==> src/break_unit_cfg.svh <==
// break_condition_unit constants: register offsets, field positions, reset values
// assumes inclusion by bare name from design files under src/
`ifndef BREAK_UNIT_CFG_SVH
`define BREAK_UNIT_CFG_SVH
`define OFS_ADDR_UPPER 12'h000
`define OFS_ADDR_LOWER 12'h004
`define OFS_MASK_UPPER 12'h008
`define OFS_MASK_LOWER 12'h00C
`define OFS_QUALIFIER 12'h010
`define OFS_MATCH_STATUS 12'h014
`define REG_RESET 16'h0000
`define QUAL_WMASK 16'h00FF
`define QUAL_MASTER_HI 7
`define QUAL_MASTER_LO 6
`define QUAL_ACCESS_HI 5
`define QUAL_ACCESS_LO 4
`define QUAL_DIR_HI 3
`define QUAL_DIR_LO 2
`define QUAL_SIZE_HI 1
`define QUAL_SIZE_LO 0
`define BREAK_PRIORITY 4'hF
`endif

==> src/break_unit_pkg.sv <==
// break_condition_unit types: operand size codes, bus slave states
// assumes nothing of its surroundings
package break_unit_pkg;
  typedef enum logic [1:0] {
    size_any = 2'b00,
    size_byte = 2'b01,
    size_word = 2'b10,
    size_long = 2'b11
  } size_t;
  typedef enum logic [1:0] {
    apb_idle = 2'b01,
    apb_access = 2'b10
  } apb_state_t;
endpackage

==> src/break_cond_match.sv <==
// break_condition_unit cycle matcher: combinational compare of one bus cycle
// assumes all inputs are on pclk and stable while cycle_valid is high
`timescale 1ns/1ps
`default_nettype none
`include "break_unit_cfg.svh"
module break_cond_match
  import break_unit_pkg::*;
(
  input wire logic [31:0] cmp_addr,
  input wire logic [31:0] cmp_mask,
  input wire logic [7:0] qual,
  input wire logic cycle_valid,
  input wire logic [31:0] cycle_addr,
  input wire logic cycle_is_dma,
  input wire logic cycle_is_fetch,
  input wire logic cycle_is_write,
  input wire break_unit_pkg::size_t cycle_size,
  output logic hit
);
  wire logic addr_ok;
  wire logic master_ok;
  wire logic access_ok;
  wire logic dir_ok;
  wire logic size_ok;
  wire break_unit_pkg::size_t eff_size;
  wire break_unit_pkg::size_t sel_size;

  assign addr_ok = &(~(cycle_addr ^ cmp_addr) | cmp_mask);
  // a 00 master, access or direction field matches nothing, so no break can occur
  assign master_ok = cycle_is_dma ? qual[`QUAL_MASTER_HI] : qual[`QUAL_MASTER_LO];
  assign access_ok = cycle_is_fetch ? qual[`QUAL_ACCESS_LO] : qual[`QUAL_ACCESS_HI];
  assign dir_ok = cycle_is_write ? qual[`QUAL_DIR_HI] : qual[`QUAL_DIR_LO];
  assign eff_size = cycle_is_fetch ? size_word : cycle_size;
  assign sel_size = size_t'(qual[`QUAL_SIZE_HI:`QUAL_SIZE_LO]);
  assign size_ok = (sel_size == size_any) || (sel_size == eff_size);
  assign hit = cycle_valid && addr_ok && master_ok && access_ok && dir_ok && size_ok;
endmodule
`default_nettype wire

==> src/break_condition_unit.sv <==
// break_condition_unit: apb register file and break request generation
// assumes cpu and dma cycle strobes come from logic on pclk, one pulse per cycle
`timescale 1ns/1ps
`default_nettype none
`include "break_unit_cfg.svh"
module break_condition_unit
  import break_unit_pkg::*;
(
  input wire logic pclk,
  input wire logic presetn,
  input wire logic psel,
  input wire logic penable,
  input wire logic pwrite,
  input wire logic [11:0] paddr,
  input wire logic [31:0] pwdata,
  input wire logic [3:0] pstrb,
  output logic [31:0] prdata,
  output logic pready,
  output logic pslverr,
  input wire logic cycle_valid,
  input wire logic [31:0] cycle_addr,
  input wire logic cycle_is_dma,
  input wire logic cycle_is_fetch,
  input wire logic cycle_is_write,
  input wire break_unit_pkg::size_t cycle_size,
  output logic break_req,
  output logic [3:0] break_level
);
  import break_unit_pkg::*;

  logic [15:0] addr_hi_q;
  logic [15:0] addr_lo_q;
  logic [15:0] mask_hi_q;
  logic [15:0] mask_lo_q;
  logic [15:0] qual_q;
  logic [31:0] prdata_q;
  logic break_q;
  logic hit_seen_q;
  apb_state_t state_q;
  apb_state_t state_d;
  wire logic hit;
  wire logic setup;
  wire logic wr_en;
  wire logic rd_en;
  wire logic sel_ah;
  wire logic sel_al;
  wire logic sel_mh;
  wire logic sel_ml;
  wire logic sel_qu;
  wire logic sel_st;
  wire logic mapped;
  wire logic [15:0] wr_lane;
  wire logic [31:0] rd_mux;

  function automatic logic [15:0] merge16(input logic [15:0] old, input logic [31:0] wd, input logic [3:0] st);
    merge16 = {st[1] ? wd[15:8] : old[15:8], st[0] ? wd[7:0] : old[7:0]};
  endfunction

  break_cond_match u_match (
    .cmp_addr({addr_hi_q, addr_lo_q}),
    .cmp_mask({mask_hi_q, mask_lo_q}),
    .qual(qual_q[7:0]),
    .cycle_valid(cycle_valid),
    .cycle_addr(cycle_addr),
    .cycle_is_dma(cycle_is_dma),
    .cycle_is_fetch(cycle_is_fetch),
    .cycle_is_write(cycle_is_write),
    .cycle_size(cycle_size),
    .hit(hit)
  );

  // apb decode
  assign setup = psel && !penable;
  assign sel_ah = (paddr == `OFS_ADDR_UPPER);
  assign sel_al = (paddr == `OFS_ADDR_LOWER);
  assign sel_mh = (paddr == `OFS_MASK_UPPER);
  assign sel_ml = (paddr == `OFS_MASK_LOWER);
  assign sel_qu = (paddr == `OFS_QUALIFIER);
  assign sel_st = (paddr == `OFS_MATCH_STATUS);
  assign mapped = sel_ah || sel_al || sel_mh || sel_ml || sel_qu || sel_st;
  assign wr_en = psel && penable && pwrite && mapped && (state_q == apb_access);
  assign rd_en = setup && !pwrite;
  assign pready = (state_q == apb_access);
  assign pslverr = pready && !mapped;
  assign wr_lane = merge16(16'h0000, pwdata, pstrb);

  // read data: reserved qualifier bits read zero
  assign rd_mux = sel_ah ? {16'h0000, addr_hi_q} :
                  sel_al ? {16'h0000, addr_lo_q} :
                  sel_mh ? {16'h0000, mask_hi_q} :
                  sel_ml ? {16'h0000, mask_lo_q} :
                  sel_qu ? {16'h0000, qual_q & `QUAL_WMASK} :
                  sel_st ? {31'h0000_0000, hit_seen_q} :
                  32'h0000_0000;

  always_comb
  begin
    state_d = state_q;
    case (state_q)
      apb_idle:
      begin
        if (setup)
          state_d = apb_access;
      end
      apb_access:
        state_d = apb_idle;
      default:
        state_d = apb_idle;
    endcase
  end

  always_ff @(posedge pclk or negedge presetn)
  begin
    if (!presetn)
      state_q <= apb_idle;
    else
      state_q <= state_d;
  end

  always_ff @(posedge pclk or negedge presetn)
  begin
    if (!presetn)
      prdata_q <= 32'h0000_0000;
    else if (rd_en)
      prdata_q <= rd_mux;
  end
  assign prdata = prdata_q;

  // no standby input: contents are only changed by reset or writes
  always_ff @(posedge pclk or negedge presetn)
  begin
    if (!presetn)
    begin
      addr_hi_q <= `REG_RESET;
      addr_lo_q <= `REG_RESET;
      mask_hi_q <= `REG_RESET;
      mask_lo_q <= `REG_RESET;
      qual_q <= `REG_RESET;
    end
    else if (wr_en)
    begin
      if (sel_ah)
        addr_hi_q <= merge16(addr_hi_q, pwdata, pstrb);
      if (sel_al)
        addr_lo_q <= merge16(addr_lo_q, pwdata, pstrb);
      if (sel_mh)
        mask_hi_q <= merge16(mask_hi_q, pwdata, pstrb);
      if (sel_ml)
        mask_lo_q <= merge16(mask_lo_q, pwdata, pstrb);
      if (sel_qu)
        qual_q <= merge16(qual_q, pwdata, pstrb) & `QUAL_WMASK;
    end
  end

  // one pulse per matching cycle; sticky status cleared by writing bit 0 as 1, hit wins
  always_ff @(posedge pclk or negedge presetn)
  begin
    if (!presetn)
    begin
      break_q <= 1'b0;
      hit_seen_q <= 1'b0;
    end
    else
    begin
      break_q <= hit;
      if (hit)
        hit_seen_q <= 1'b1;
      else if (wr_en && sel_st && wr_lane[0])
        hit_seen_q <= 1'b0;
    end
  end

  assign break_req = break_q;
  assign break_level = `BREAK_PRIORITY;

  // assertions
  AST_PULSE_FOLLOWS_HIT: assert property (@(posedge pclk) disable iff (!presetn)
    hit |=> break_req)
    else $error("break request missing after matching cycle");
  AST_NO_SPURIOUS: assert property (@(posedge pclk) disable iff (!presetn)
    break_req |-> $past(cycle_valid))
    else $error("break request without a bus cycle");
  AST_BLOCKED_MASTER: assert property (@(posedge pclk) disable iff (!presetn)
    (qual_q[7:6] == 2'b00) |=> !break_req)
    else $error("break with master field zero");
  AST_BLOCKED_ACCESS: assert property (@(posedge pclk) disable iff (!presetn)
    (qual_q[5:4] == 2'b00) |=> !break_req)
    else $error("break with access field zero");
  AST_CPU_ONLY: assert property (@(posedge pclk) disable iff (!presetn)
    (qual_q[7:6] == 2'b01 && cycle_is_dma) |=> !break_req)
    else $error("dma cycle broke in cpu only mode");
  AST_FETCH_WORD: assert property (@(posedge pclk) disable iff (!presetn)
    (cycle_valid && cycle_is_fetch && qual_q[1:0] == 2'b01) |=> !break_req)
    else $error("fetch matched byte size");
  AST_RESERVED_ZERO: assert property (@(posedge pclk) disable iff (!presetn)
    qual_q[15:8] == 8'h00)
    else $error("reserved qualifier bits set");
  AST_WRITE_LANDS: assert property (@(posedge pclk) disable iff (!presetn)
    (wr_en && sel_al && pstrb == 4'hF) |=> addr_lo_q == $past(pwdata[15:0]))
    else $error("lower address write lost");
  AST_READY_TIMING: assert property (@(posedge pclk) disable iff (!presetn)
    (setup ##1 (psel && penable)) |-> pready)
    else $error("access phase without ready");
  AST_LEVEL: assert property (@(posedge pclk) disable iff (!presetn)
    break_req |-> break_level == 4'hF)
    else $error("wrong break priority");
  AST_BLOCKED_DIR: assert property (@(posedge pclk) disable iff (!presetn)
    (qual_q[3:2] == 2'b00) |=> !break_req)
    else $error("break with direction field zero");
  AST_DMA_ONLY: assert property (@(posedge pclk) disable iff (!presetn)
    (qual_q[7:6] == 2'b10 && cycle_valid && !cycle_is_dma) |=> !break_req)
    else $error("cpu cycle broke in dma only mode");
  AST_FETCH_ONLY: assert property (@(posedge pclk) disable iff (!presetn)
    (qual_q[5:4] == 2'b01 && cycle_valid && !cycle_is_fetch) |=> !break_req)
    else $error("data cycle broke in fetch only mode");
  AST_DATA_ONLY: assert property (@(posedge pclk) disable iff (!presetn)
    (qual_q[5:4] == 2'b10 && cycle_valid && cycle_is_fetch) |=> !break_req)
    else $error("fetch broke in data only mode");
  AST_READ_ONLY: assert property (@(posedge pclk) disable iff (!presetn)
    (qual_q[3:2] == 2'b01 && cycle_valid && cycle_is_write) |=> !break_req)
    else $error("write broke in read only mode");
  AST_WRITE_ONLY: assert property (@(posedge pclk) disable iff (!presetn)
    (qual_q[3:2] == 2'b10 && cycle_valid && !cycle_is_write) |=> !break_req)
    else $error("read broke in write only mode");
  AST_SIZE_MISMATCH: assert property (@(posedge pclk) disable iff (!presetn)
    (cycle_valid && !cycle_is_fetch && qual_q[1:0] != 2'b00 && qual_q[1:0] != cycle_size) |=> !break_req)
    else $error("data cycle broke with wrong size");
  AST_ADDR_MISS: assert property (@(posedge pclk) disable iff (!presetn)
    (cycle_valid && (((cycle_addr ^ {addr_hi_q, addr_lo_q}) & ~{mask_hi_q, mask_lo_q}) != 32'h0000_0000))
    |=> !break_req)
    else $error("break on unmasked address mismatch");
  AST_FULL_MATCH: assert property (@(posedge pclk) disable iff (!presetn)
    (cycle_valid && (((cycle_addr ^ {addr_hi_q, addr_lo_q}) & ~{mask_hi_q, mask_lo_q}) == 32'h0000_0000)
    && qual_q[7:0] == 8'hFC) |=> break_req)
    else $error("matching cycle gave no break");
  AST_NO_PULSE_WITHOUT_HIT: assert property (@(posedge pclk) disable iff (!presetn)
    !hit |=> !break_req)
    else $error("break request without a match");
  AST_UPPER_WRITE: assert property (@(posedge pclk) disable iff (!presetn)
    (wr_en && sel_ah && pstrb == 4'hF) |=> addr_hi_q == $past(pwdata[15:0]))
    else $error("upper address write lost");
  AST_MASK_WRITE: assert property (@(posedge pclk) disable iff (!presetn)
    (wr_en && sel_ml && pstrb == 4'hF) |=> mask_lo_q == $past(pwdata[15:0]))
    else $error("lower mask write lost");
  AST_QUAL_READ_ZERO: assert property (@(posedge pclk) disable iff (!presetn)
    (pready && sel_qu && !pwrite) |-> prdata[31:8] == 24'h00_0000)
    else $error("reserved qualifier bits read nonzero");
  AST_REG_HOLD: assert property (@(posedge pclk) disable iff (!presetn)
    !(psel && penable && pwrite) |=> $stable({addr_hi_q, addr_lo_q, mask_hi_q, mask_lo_q, qual_q}))
    else $error("break registers changed without a write");
  AST_READY_ONE: assert property (@(posedge pclk) disable iff (!presetn)
    pready |=> !pready)
    else $error("ready held past the access phase");
  AST_STATUS_SET: assert property (@(posedge pclk) disable iff (!presetn)
    hit |=> hit_seen_q)
    else $error("status not set by a match");
  COV_FETCH_BREAK: cover property (@(posedge pclk) disable iff (!presetn)
    hit && cycle_is_fetch ##1 break_req);
  COV_STATUS_CLEAR: cover property (@(posedge pclk) disable iff (!presetn)
    wr_en && sel_st ##1 !hit_seen_q);
  COV_CPU_BREAK: cover property (@(posedge pclk) disable iff (!presetn)
    hit && !cycle_is_dma ##1 break_req);
  COV_DMA_BREAK: cover property (@(posedge pclk) disable iff (!presetn)
    hit && cycle_is_dma ##1 break_req);
  COV_MASKED_HIT: cover property (@(posedge pclk) disable iff (!presetn)
    hit && (mask_lo_q != 16'h0000));
endmodule
`default_nettype wire

==> config.mk <==
export PLATFORM = sky130hd
export DESIGN_NAME = break_condition_unit
export DESIGN_NICKNAME = d
export VERILOG_FILES = /design/src/break_unit_pkg.sv /design/src/break_cond_match.sv /design/src/break_condition_unit.sv
export VERILOG_INCLUDE_DIRS = /design/src /design/src/src
export SDC_FILE = /design/constraint.sdc
export NUM_CORES = 1
export LEC_CHECK = 0
export ABC_AREA = 1
export CORE_MARGIN = 2
export CORE_UTILIZATION = 60
export CTS_CLUSTER_DIAMETER = 120
export DETAILED_ROUTE_END_ITERATION = 10
export DONT_BUFFER_PORTS = 1
export GPL_TIMING_DRIVEN = 0
export PLACE_DENSITY = 0.73
export REMOVE_ABC_BUFFERS = 1
export SYNTH_ARGS = -nofsm -noshare
export SYNTH_HDL_FRONTEND = slang
export SYNTH_SLANG_ARGS = --single-unit
==> constraint.sdc <==
create_clock -name pclk -period 1.6 [get_ports pclk]
set_clock_uncertainty 0.05 [all_clocks]
set_input_delay 0.32 -clock pclk [delete_from_list [all_inputs] [get_ports pclk]]
set_output_delay 0.32 -clock pclk [all_outputs]
set_load 0.03 [all_outputs]
== After elaboration in Yosys (flattened, before gate mapping) ==
Cells that the tools add are included.
Widths: inputs -> output; s select.
Word-level totals
  logic and storage cells: 76
  bits of input ports: 91
  register bits: 108
  output and inout port bits: 39
Cells by class
  equality and inequality tests: 9
  bitwise operators: 3
  reductions and logical operators: 36
  mux-type cells: 15
Operators by type and width (count)
  $mux 16: 4
  $not 32->32: 1
  $or 32x32->32: 1
  $reduce_and 32->1: 1
  $xor 32x32->32: 1
  $reduce_and 3->1: 9
  $eq 12x4->1 const B: 2
  $eq 12x5->1 const B: 2
  $logic_and 1x1->1: 14
  $eq 12x3->1 const B: 1
  $logic_not 12->1: 1
  $mux 8: 1
  $mux 1: 7
  $logic_or 1x1->1: 6
  $mux 2: 3
  $logic_not 1->1: 3
  $eq 2x1->1 const B: 1
  $eq 2x2->1: 1
  $eq 2x2->1 const B: 1
  $logic_not 2->1: 1
  $ne 2x2->1 const B: 1
  $reduce_bool 2->1: 1

== Depth between registers and ports, before layout ==
Gate-level depths: netlist of the first run.
  depth after elaboration: 12
  mapped depth: 12
  mapped depth without buffers: 11

== Modules after synthesis ==
From an unflattened synthesis of the first run, not the netlist that was laid out.
Unflattened totals
  cells, all modules: 769
  area, all modules: 5446.5 µm²
Modules (own cells, without submodules)
  break_condition_unit: cells an instance 589, times used 1, area each 4657.0 µm², sequential area each 2303.5 µm²
  break_cond_match: cells an instance 180, times used 1, area each 789.5 µm², sequential area each 0.0 µm²

== Worst setup path after synthesis of the first run ==
No wires, ideal clock.
  path type: register -> register
  start point: reg state_q[0]
  end point: reg addr_hi_q[6]
  library setup time: 0.122 ns
  path buffers: 1
  stages on the path, launching flop included: 10
  data arrival time: 1.752 ns
  setup slack: -0.324 ns
  clock period less this slack: 1.924 ns
  required time: 1.428 ns
  path through: dfstp_2 nor2_1 inv_1 nor2_1 nand2_4 nor2_8 nand2_4 buf_6 nand2_1 o21ai_2
Between the ends
  cells in the longest elaborated chain, start to end: 3
Ends and longest elaborated chain
  start: declaration: RTL line break_condition_unit.sv:39  | apb_state_t state_q;
  start signal: assignment: RTL line break_condition_unit.sv:115  | state_q <= apb_idle;
  start signal: assignment: RTL line break_condition_unit.sv:117  | state_q <= state_d;
  $eq 2x2->1
  named net pready: RTL line break_condition_unit.sv:18  | output logic pready,
  $logic_and 1x1->1: RTL line break_condition_unit.sv:81  | assign wr_en = psel && penable && pwrite && mapped && (state_q == apb_access);
  $reduce_and 3->1 (no source line)
  end signal: assignment: RTL line break_condition_unit.sv:134  | addr_hi_q <= `REG_RESET;
  end signal: assignment: RTL line break_condition_unit.sv:143  | addr_hi_q <= merge16(addr_hi_q, pwdata, pstrb);
  end: declaration: RTL line break_condition_unit.sv:31  | logic [15:0] addr_hi_q;
The timed path passes the listed nets, and every way through them passes these cells.
A chain may end at the register's enable or synchronous reset.

== Worst setup path after layout of the first run ==
Same ends and word-level chain as after synthesis.

==> results of run 1 <==
==> state kept, by name, indices dropped and copies added (netlist names) <==
register	flops
mask_lo_q	16
mask_hi_q	16
hit_seen_q	1
addr_hi_q	16
qual_q	8
break_req	1
addr_lo_q	16
prdata	16
state_q	2
==> timing repair <==
| item | CTS | global route |
|---|---|---|
| setup endpoints to repair | 90 | 90 |
| endpoints found under the hold margin | 92 | 92 |
| cloned | 6 | 3 |
| setup buffers | 15 | 6 |
| resized for setup | 63 | 69 |
| pin swaps | 7 | 14 |
==> area by class of cell <==
type | count | area, um2
Sequential cell | 92 | 2300
Clock buffer | 10 | 138
Multi-Input combinational cell | 544 | 3140
Timing Repair Buffer | 21 | 323
Clock inverter | 4 | 98.8
Inverter | 72 | 297
Tap cell | 108 | 135
Fill cell | 656 | 2280
==> logic make-up (layout without fill, tap and decap cells) <==
family | count (synthesis) | count (layout)
XOR/XNOR | 6 | 6
AND/OR/NAND/NOR | 399 | 407
buffers and inverters | 106 | 107
flip-flops | 92 | 92
AO/OA/AOI/OAI | 111 | 111
other | 2 | 20
==> cells in the final DEF, fill, tap and decap left out, types with 3 or more instances in the layout <==
master and count:
a21oi_1 8, buf_12 10, buf_4 4, buf_6 6, bufinv_16 3, clkbuf_8 10, clkinvlp_4 4, conb_1 20
dfrtp_1 91, inv_1 63, nand2_1 175, nand2_2 50, nand2_4 22, nand2_8 12, nand3_1 47, nand4_1 6
nor2_1 67, nor2_2 5, nor2_4 5, nor2_8 3, nor3_1 3, o211ai_1 14, o21ai_0 13, o21ai_1 28
o21ai_2 44, or2_2 6, xor2_1 6
==> cell usage after synthesis (all sizes together) <==
cell type	instances
nor3	4
o21a	1
buf	30
o21ai	85
dfrtp	91
clkbuf	4
and3	1
nand3	48
a21oi	8
conb	2
xor2	6
nand4	6
or2	6
nor2	80
dfstp	1
o22ai	2
o211ai	14
inv	70
nor4	1
a21boi	1
clkinv	2
nand3b	2
nand2	251
==> per-layer routing <==
layer	GRT usage [%]	vias up
li1	-	2301
met3	8.09	92
met4	15.8	0
met5	0	-
met1	39.8	2346
met2	51.9	318
==> worst max-delay path, cell delays in order, from the launching register on <==
cell,delay (ns)
dfstp_2,0.39
nor2_4,0.23
inv_2,0.10
nor2_4,0.11
nand2_4,0.09
nor2_8,0.17
buf_12,0.16
buf_6,0.12
nand2_8,0.11
nand2_2,0.09
o21ai_2,0.05
==> power breakdown <==
group	internal [mW]	switching, mW
sequential	2.33	0.00264
clock	1.07	0.830
combinational	0.0553	0.242
total	3.45	1.08
==> worst min-delay path by stage <==
stage / to / slack, ns / cells past startpoint
2_1_floorplan: addr_hi_q[0]$_DFFE_PN0P_ / -0.03 / 0
3_3_place_gp: prdata[7]$_DFFE_PN0P_ / -0.02 / 0
3_5_place_dp: prdata[7]$_DFFE_PN0P_ / -0.02 / 0
4_1_cts: addr_hi_q[4]$_DFFE_PN0P_ / -0.41 / 0
5_1_grt: hit_seen_q$_DFFE_PN0P_ / -0.43 / 0
6_report: prdata[2]$_DFFE_PN0P_ / -0.41 / 0
==> stage by stage <==
step | total power, mW | setup TNS (ns) | cell area, um2
4_1_cts | 4.49 | -7.50 | 6070
3_5_place_dp | 2.64 | -41.29 | 5330
6_report | 4.52 | -10.66 | 6440
5_1_grt | 4.63 | -14.46 | 6440
3_3_place_gp | 2.64 | -50.93 | 5320
2_1_floorplan | 2.59 | -17.49 | 5190
==> impl_metrics.toml, run 1 <==
[logic_synthesis]
synth_compound_area_share_pct = 12.8
synth_adder_area_share_pct = 0
synth_top_area_cell = "dfrtp_1"
yosys.area_share.simple_pct = 33.3
avgSynthCellArea_um2 = 7.53
synth_cell_types = 35
synth_cells = 716
yosys_warnings = 0
synthTopCellsByArea = "dfrtp_1 42%, nand2_1 16%, nor2_1 5.0%, inv_1 4.7%, nand3_1 4.5%"
synth_mux_area_share_pct = 0
synth_top_area_share_pct = 42.2
synth-xor-area-share_pct = 0.975
synth_top_family_by_area = "simple AND/OR/NAND/NOR gates"
ys_seq_area_share_pct = 42.7
syn_area_mm2 = 0.00539
synth_seq_cells = 92

[finish]
antenna_cells = 0
post-route-util_pct = 73.8
drive_gt1_share_pct = 26.2
layout.nets = 831
final_cell_count_no_fill = 851
area_delta_synth_final_pct = 19.4

[grt]
grt_pass1_vias = 4794
grt_pass1_wl_mm = 24.2
grt_max_degree = 93
antenna_found_initial = 0
grt_usage_pct = 32.0
overflow = 0

[hold_path]
hp-class = "input pin to asynchronous set/reset pin"

[detailed_routing]
met3_length_mm = 1.62
drt-met1-wl_mm = 6.19
avgRoutedWirePerCell_um = 19.5
ant_nets = 0
dr_wl_met2_mm = 7.79
drc_errors = 0
drt-initial-drc-count = 449
maxUsedRoutingLayer = "met4"
wl_mm = 16.6
viasPerCell = 5.94
via_count = 5057
drt_first_pass_iters = 10

[setup_path]
worstSetupStartpointType = "register"
worstReg2RegEnd = "addr_hi_q[6]$_DFFE_PN0P_"
crit_path_max_fanout = 8
path_class = "register to register"
critPathCaptureType = "register"
startpoint = "state_q[0]$_DFFE_PN1P_"
crit_required_ns = 1.79
timing.rr.start = "state_q[0]$_DFFE_PN1P_"
worstPathArrival_ns = 1.99
reg2reg_slack_ns = -0.20
rr_worst_depth = 10
crit_path_end = "addr_hi_q[6]$_DFFE_PN0P_"

[timing]
fin_crit_sh_pct = 112
finalHoldViolations = 92
grt_setup_unrepaired = "yes"
fmax_mhz = 556
drv_slew = 0
tightestPinTransition_ns = 0.665
finalWorstSetupSlack_ns = -0.199
setup_viol = 74
period_minus_slack_ns = 1.80
relSlewSlack_pct = 55.5
worst_hold_slack_ns = -0.413

[floorplanning]
coreArea_mm2 = 0.00872
fp-row-count = 34
die_area_mm2 = 0.00976
die_x_um = 98.8
io_pins = 130
die_h_um = 98.8
floorplan.initialDensity_pct = 61.8

[placement]
dp_cells = 808
port_buffers = 0
dp_hpwl_mm = 9.27
routabilityCongestion = 0.915
dpl_worst_slack_ns = -0.708

[cts]
root_buffer = "clkbuf_8"
cts_sinks = 92
cts_buffer_depth = 2
htreeDepth = 3
clk_pin_slew_worst_paths_ns = 0.09
tritoncts = "built"
clkLatencyLatePin_ns = 0.36
numCtsBuffers = 9

[power_and_ir_drop]
power.density_mw_per_mm2 = 703
irDropWorstVdd_uv = 502
power_leakage_nw = 3.09

[run]
max_cap_viol_count = 0

[outcome]
violations = "negative hold slack, negative setup slack"
status = "complete, but fails checks"
No activity file was read; power rests on OpenSTA's default activity.
==> run 2, diff against run 1 <==
Settings changed: SYNTH_HIERARCHICAL set to 1.
==> run 2 against run 1 <==
  * The flow still finishes with violations (negative hold slack, negative setup slack)
  * Routed wire length fell by 6.8%
  * Clock-buffer cell count did not move
  * Worst setup slack improved by 0.12 ns
  * Fmax rose by 7.3%
  * Die area rose by 0.98%
  * Non-clock buffer count rose by 19
  * Critical path depth fell by 2
  * Global-route usage fell by 0.15 points
  * First-iteration DRC count fell by 19%
  * Cell count rose by 8.1%
  * Sequential power barely moved
  * Critical path type unchanged
  * Critical endpoint is now mask_hi_q[5]$_DFFE_PN0P_
  * Largest power group unchanged
==> impl_metrics.toml, run 2 <==
[timing]
grt_setup_unrepaired = "yes"
worst_hold_slack_ns = -0.412
setup_viol = 65
relSlewSlack_pct = 66.2
drv_slew = 0
tightestPinTransition_ns = 0.504
finalHoldViolations = 93
fin_crit_sh_pct = 105
period_minus_slack_ns = 1.68
finalWorstSetupSlack_ns = -0.0769
fmax_mhz = 596

[floorplanning]
die_h_um = 99.3
io_pins = 130
fp-row-count = 34
die_area_mm2 = 0.00986
coreArea_mm2 = 0.00876
floorplan.initialDensity_pct = 62.2
die_x_um = 99.3

[finish]
antenna_cells = 0
layout.nets = 898
final_common_cell = "nand2_1"
post-route-util_pct = 71.8
drive_gt1_share_pct = 17.5
num-fill-cells = 728
final_cell_mix = "331 x nand2_1, 91 x dfrtp_1, 71 x inv_1, 46 x nand3_1, 44 x nand2_2"
area_delta_synth_final_pct = 15.5

[detailed_routing]
ant_nets = 0
via_count = 5003
wl_mm = 15.5
drt_first_pass_iters = 5
drc_errors = 0
avgRoutedWirePerCell_um = 16.8
drt-initial-drc-count = 364
viasPerCell = 5.44

[grt]
grt_pass1_vias = 4882
grt_usage_pct = 31.8
overflow = 0
antenna_found_initial = 0
grt_pass1_wl_mm = 24.2
grt_max_degree = 93

[outcome]
violations = "negative hold slack, negative setup slack"
status = "complete, but fails checks"

[power_and_ir_drop]
irDropWorstVdd_uv = 509
power.density_mw_per_mm2 = 643
power_leakage_nw = 3.38
finalPower_mw = 4.05

[logic_synthesis]
ys_seq_area_share_pct = 42.3
synth_cells = 769
synth_seq_cells = 92
yosys_warnings = 6
synth.most_common_cell = "nand2_1"
synthTopCellsByArea = "dfrtp_1 42%, nand2_1 26%, inv_1 5.3%, nand3_1 4.2%, nand4_4 3.1%"
synth_top_area_share_pct = 41.8
synth_top_cells_by_count = "381 x nand2_1, 91 x dfrtp_1, 77 x inv_1"
postSynth.asyncResetShare_pct = 100
synth_cell_types = 34
synth_top_area_cell = "dfrtp_1"
synth-edff-count = 0
syn_area_mm2 = 0.00545
synth_flop_cell = "dfrtp_1"
avgSynthCellArea_um2 = 7.08

[setup_path]
path_class = "register to register"
crit_path_max_fanout = 8
rr_worst_depth = 8
startpoint = "state_q[0]$_DFFE_PN1P_"
worstReg2RegEnd = "mask_hi_q[5]$_DFFE_PN0P_"
worstPathArrival_ns = 1.89
crit_required_ns = 1.81
path_delay_family = "simple AND/OR/NAND/NOR gates"
worstSetupStartpointType = "register"
reg2reg_slack_ns = -0.08
slowest_stage = "dfstp_2"
worstPathCellList = "nor2_4 -> inv_2 -> nor2_4 -> buf_12 -> buf_4 -> nand4_4 -> nand2_1 -> nand2_1"
critPathCaptureType = "register"
cpPeakStageDelay_ns = 0.39
critical_path_buf_inv_count = 3
timing.rr.start = "state_q[0]$_DFFE_PN1P_"

[hold_path]
hp-class = "input pin to asynchronous set/reset pin"

[placement]
dp_hpwl_mm = 10.1
routabilityCongestion = 0.889
port_buffers = 0

[cts]
numCtsBuffers = 9
tritoncts = "built"
cts_sinks = 92
root_buffer = "clkbuf_8"
htreeDepth = 3
clk_pin_slew_worst_paths_ns = 0.10
clkLatencyLatePin_ns = 0.36
cts_buffer_depth = 2

[run]
max_cap_viol_count = 0
## run 2: cell types whose count changed in the layout (fill, tap and decap cells not counted), sizes merged, moves of 4 or more
cell and delta:
or2 -4, inv +12, nand3b +8, dlygate4sd3 +13
nor2 -22, buf +7, nand4 +12, o211ai -11
nand2 +125, xor2 -6, o21ai -65
## run 2: where the power goes
part	total, mW	internal [mW]	leakage, nW	switching [mW]
combinational	0.256	0.0741	2.01	0.182
clock	1.46	0.582	0.0848	0.879
sequential	2.33	2.33	1.28	0.00210
## run 2: what timing repair did
item	CTS	global route
pin swaps	26	52
gates cloned	0	0
gates resized for setup	28	55
hold buffers	4	9
endpoints found under the setup margin	90	89
buffers inserted	18	8
endpoints found under the hold margin	96	104
## run 2: cell families after synthesis
kind of cell	count (synthesis)	synth area share, %
and+or+nand+nor	526	44.4
AOI/OAI and AO/OA	34	3.35
xor gates and xnor gates	3	0.483
buffers and inverters	112	9.37
DFF	92	42.3
other	2	0.138
## run 2: stage by stage
step | setup TNS, ns | setup WS, ns | hold slack, ns | cell area (um2) | std cells
after floorplan | -61.53 | -0.834 | -0.0256 | 5310 | 756
after global placement | -98.18 | -1.23 | -0.0238 | 5440 | 864
after detailed placement | -94.74 | -1.19 | -0.0237 | 5460 | 865
after CTS | -3.86 | -0.116 | -0.420 | 5960 | 903
after global routing | -8.89 | -0.173 | -0.440 | 6290 | 920
final | -2.22 | -0.0769 | -0.412 | 6290 | 920
## run 2: worst max-delay path by stage
stage | endpoint | slack [ns] | depth (start not counted)
after floorplan | addr_hi_q[0]$_DFFE_PN0P_ | -0.83 | 7
after global placement | prdata[12]$_DFFE_PN0P_ | -1.23 | 7
after detailed placement | addr_lo_q[1]$_DFFE_PN0P_ | -1.19 | 7
after CTS | addr_hi_q[1]$_DFFE_PN0P_ | -0.12 | 9
after global routing | addr_hi_q[2]$_DFFE_PN0P_ | -0.17 | 8
final | mask_hi_q[5]$_DFFE_PN0P_ | -0.08 | 8
## run 2: area by class of cell
cell class | instances | area [um2] | share of cell area (%)
clock buffers | 10 | 128 | 2.03
multi-input cells | 583 | 2930 | 46.6
well taps | 108 | 135 | 2.15
inverters | 81 | 315 | 5.01
flip-flops and latches | 92 | 2300 | 36.6
repair buffers | 40 | 427 | 6.78
clock inverters | 6 | 48.8 | 0.776
## run 2: routing by layer
| metal | GRT usage [%] | part of all wire (%) | vias to the layer above |
|---|---|---|---|
| li1 | - | - | 2417 |
| met5 | 0 | 0 | - |
| met2 | 51.3 | 48 | 215 |
| met1 | 41.8 | 40 | 2324 |
| met3 | 7.59 | 8.6 | 47 |
| met4 | 12.2 | 3.4 | 0 |
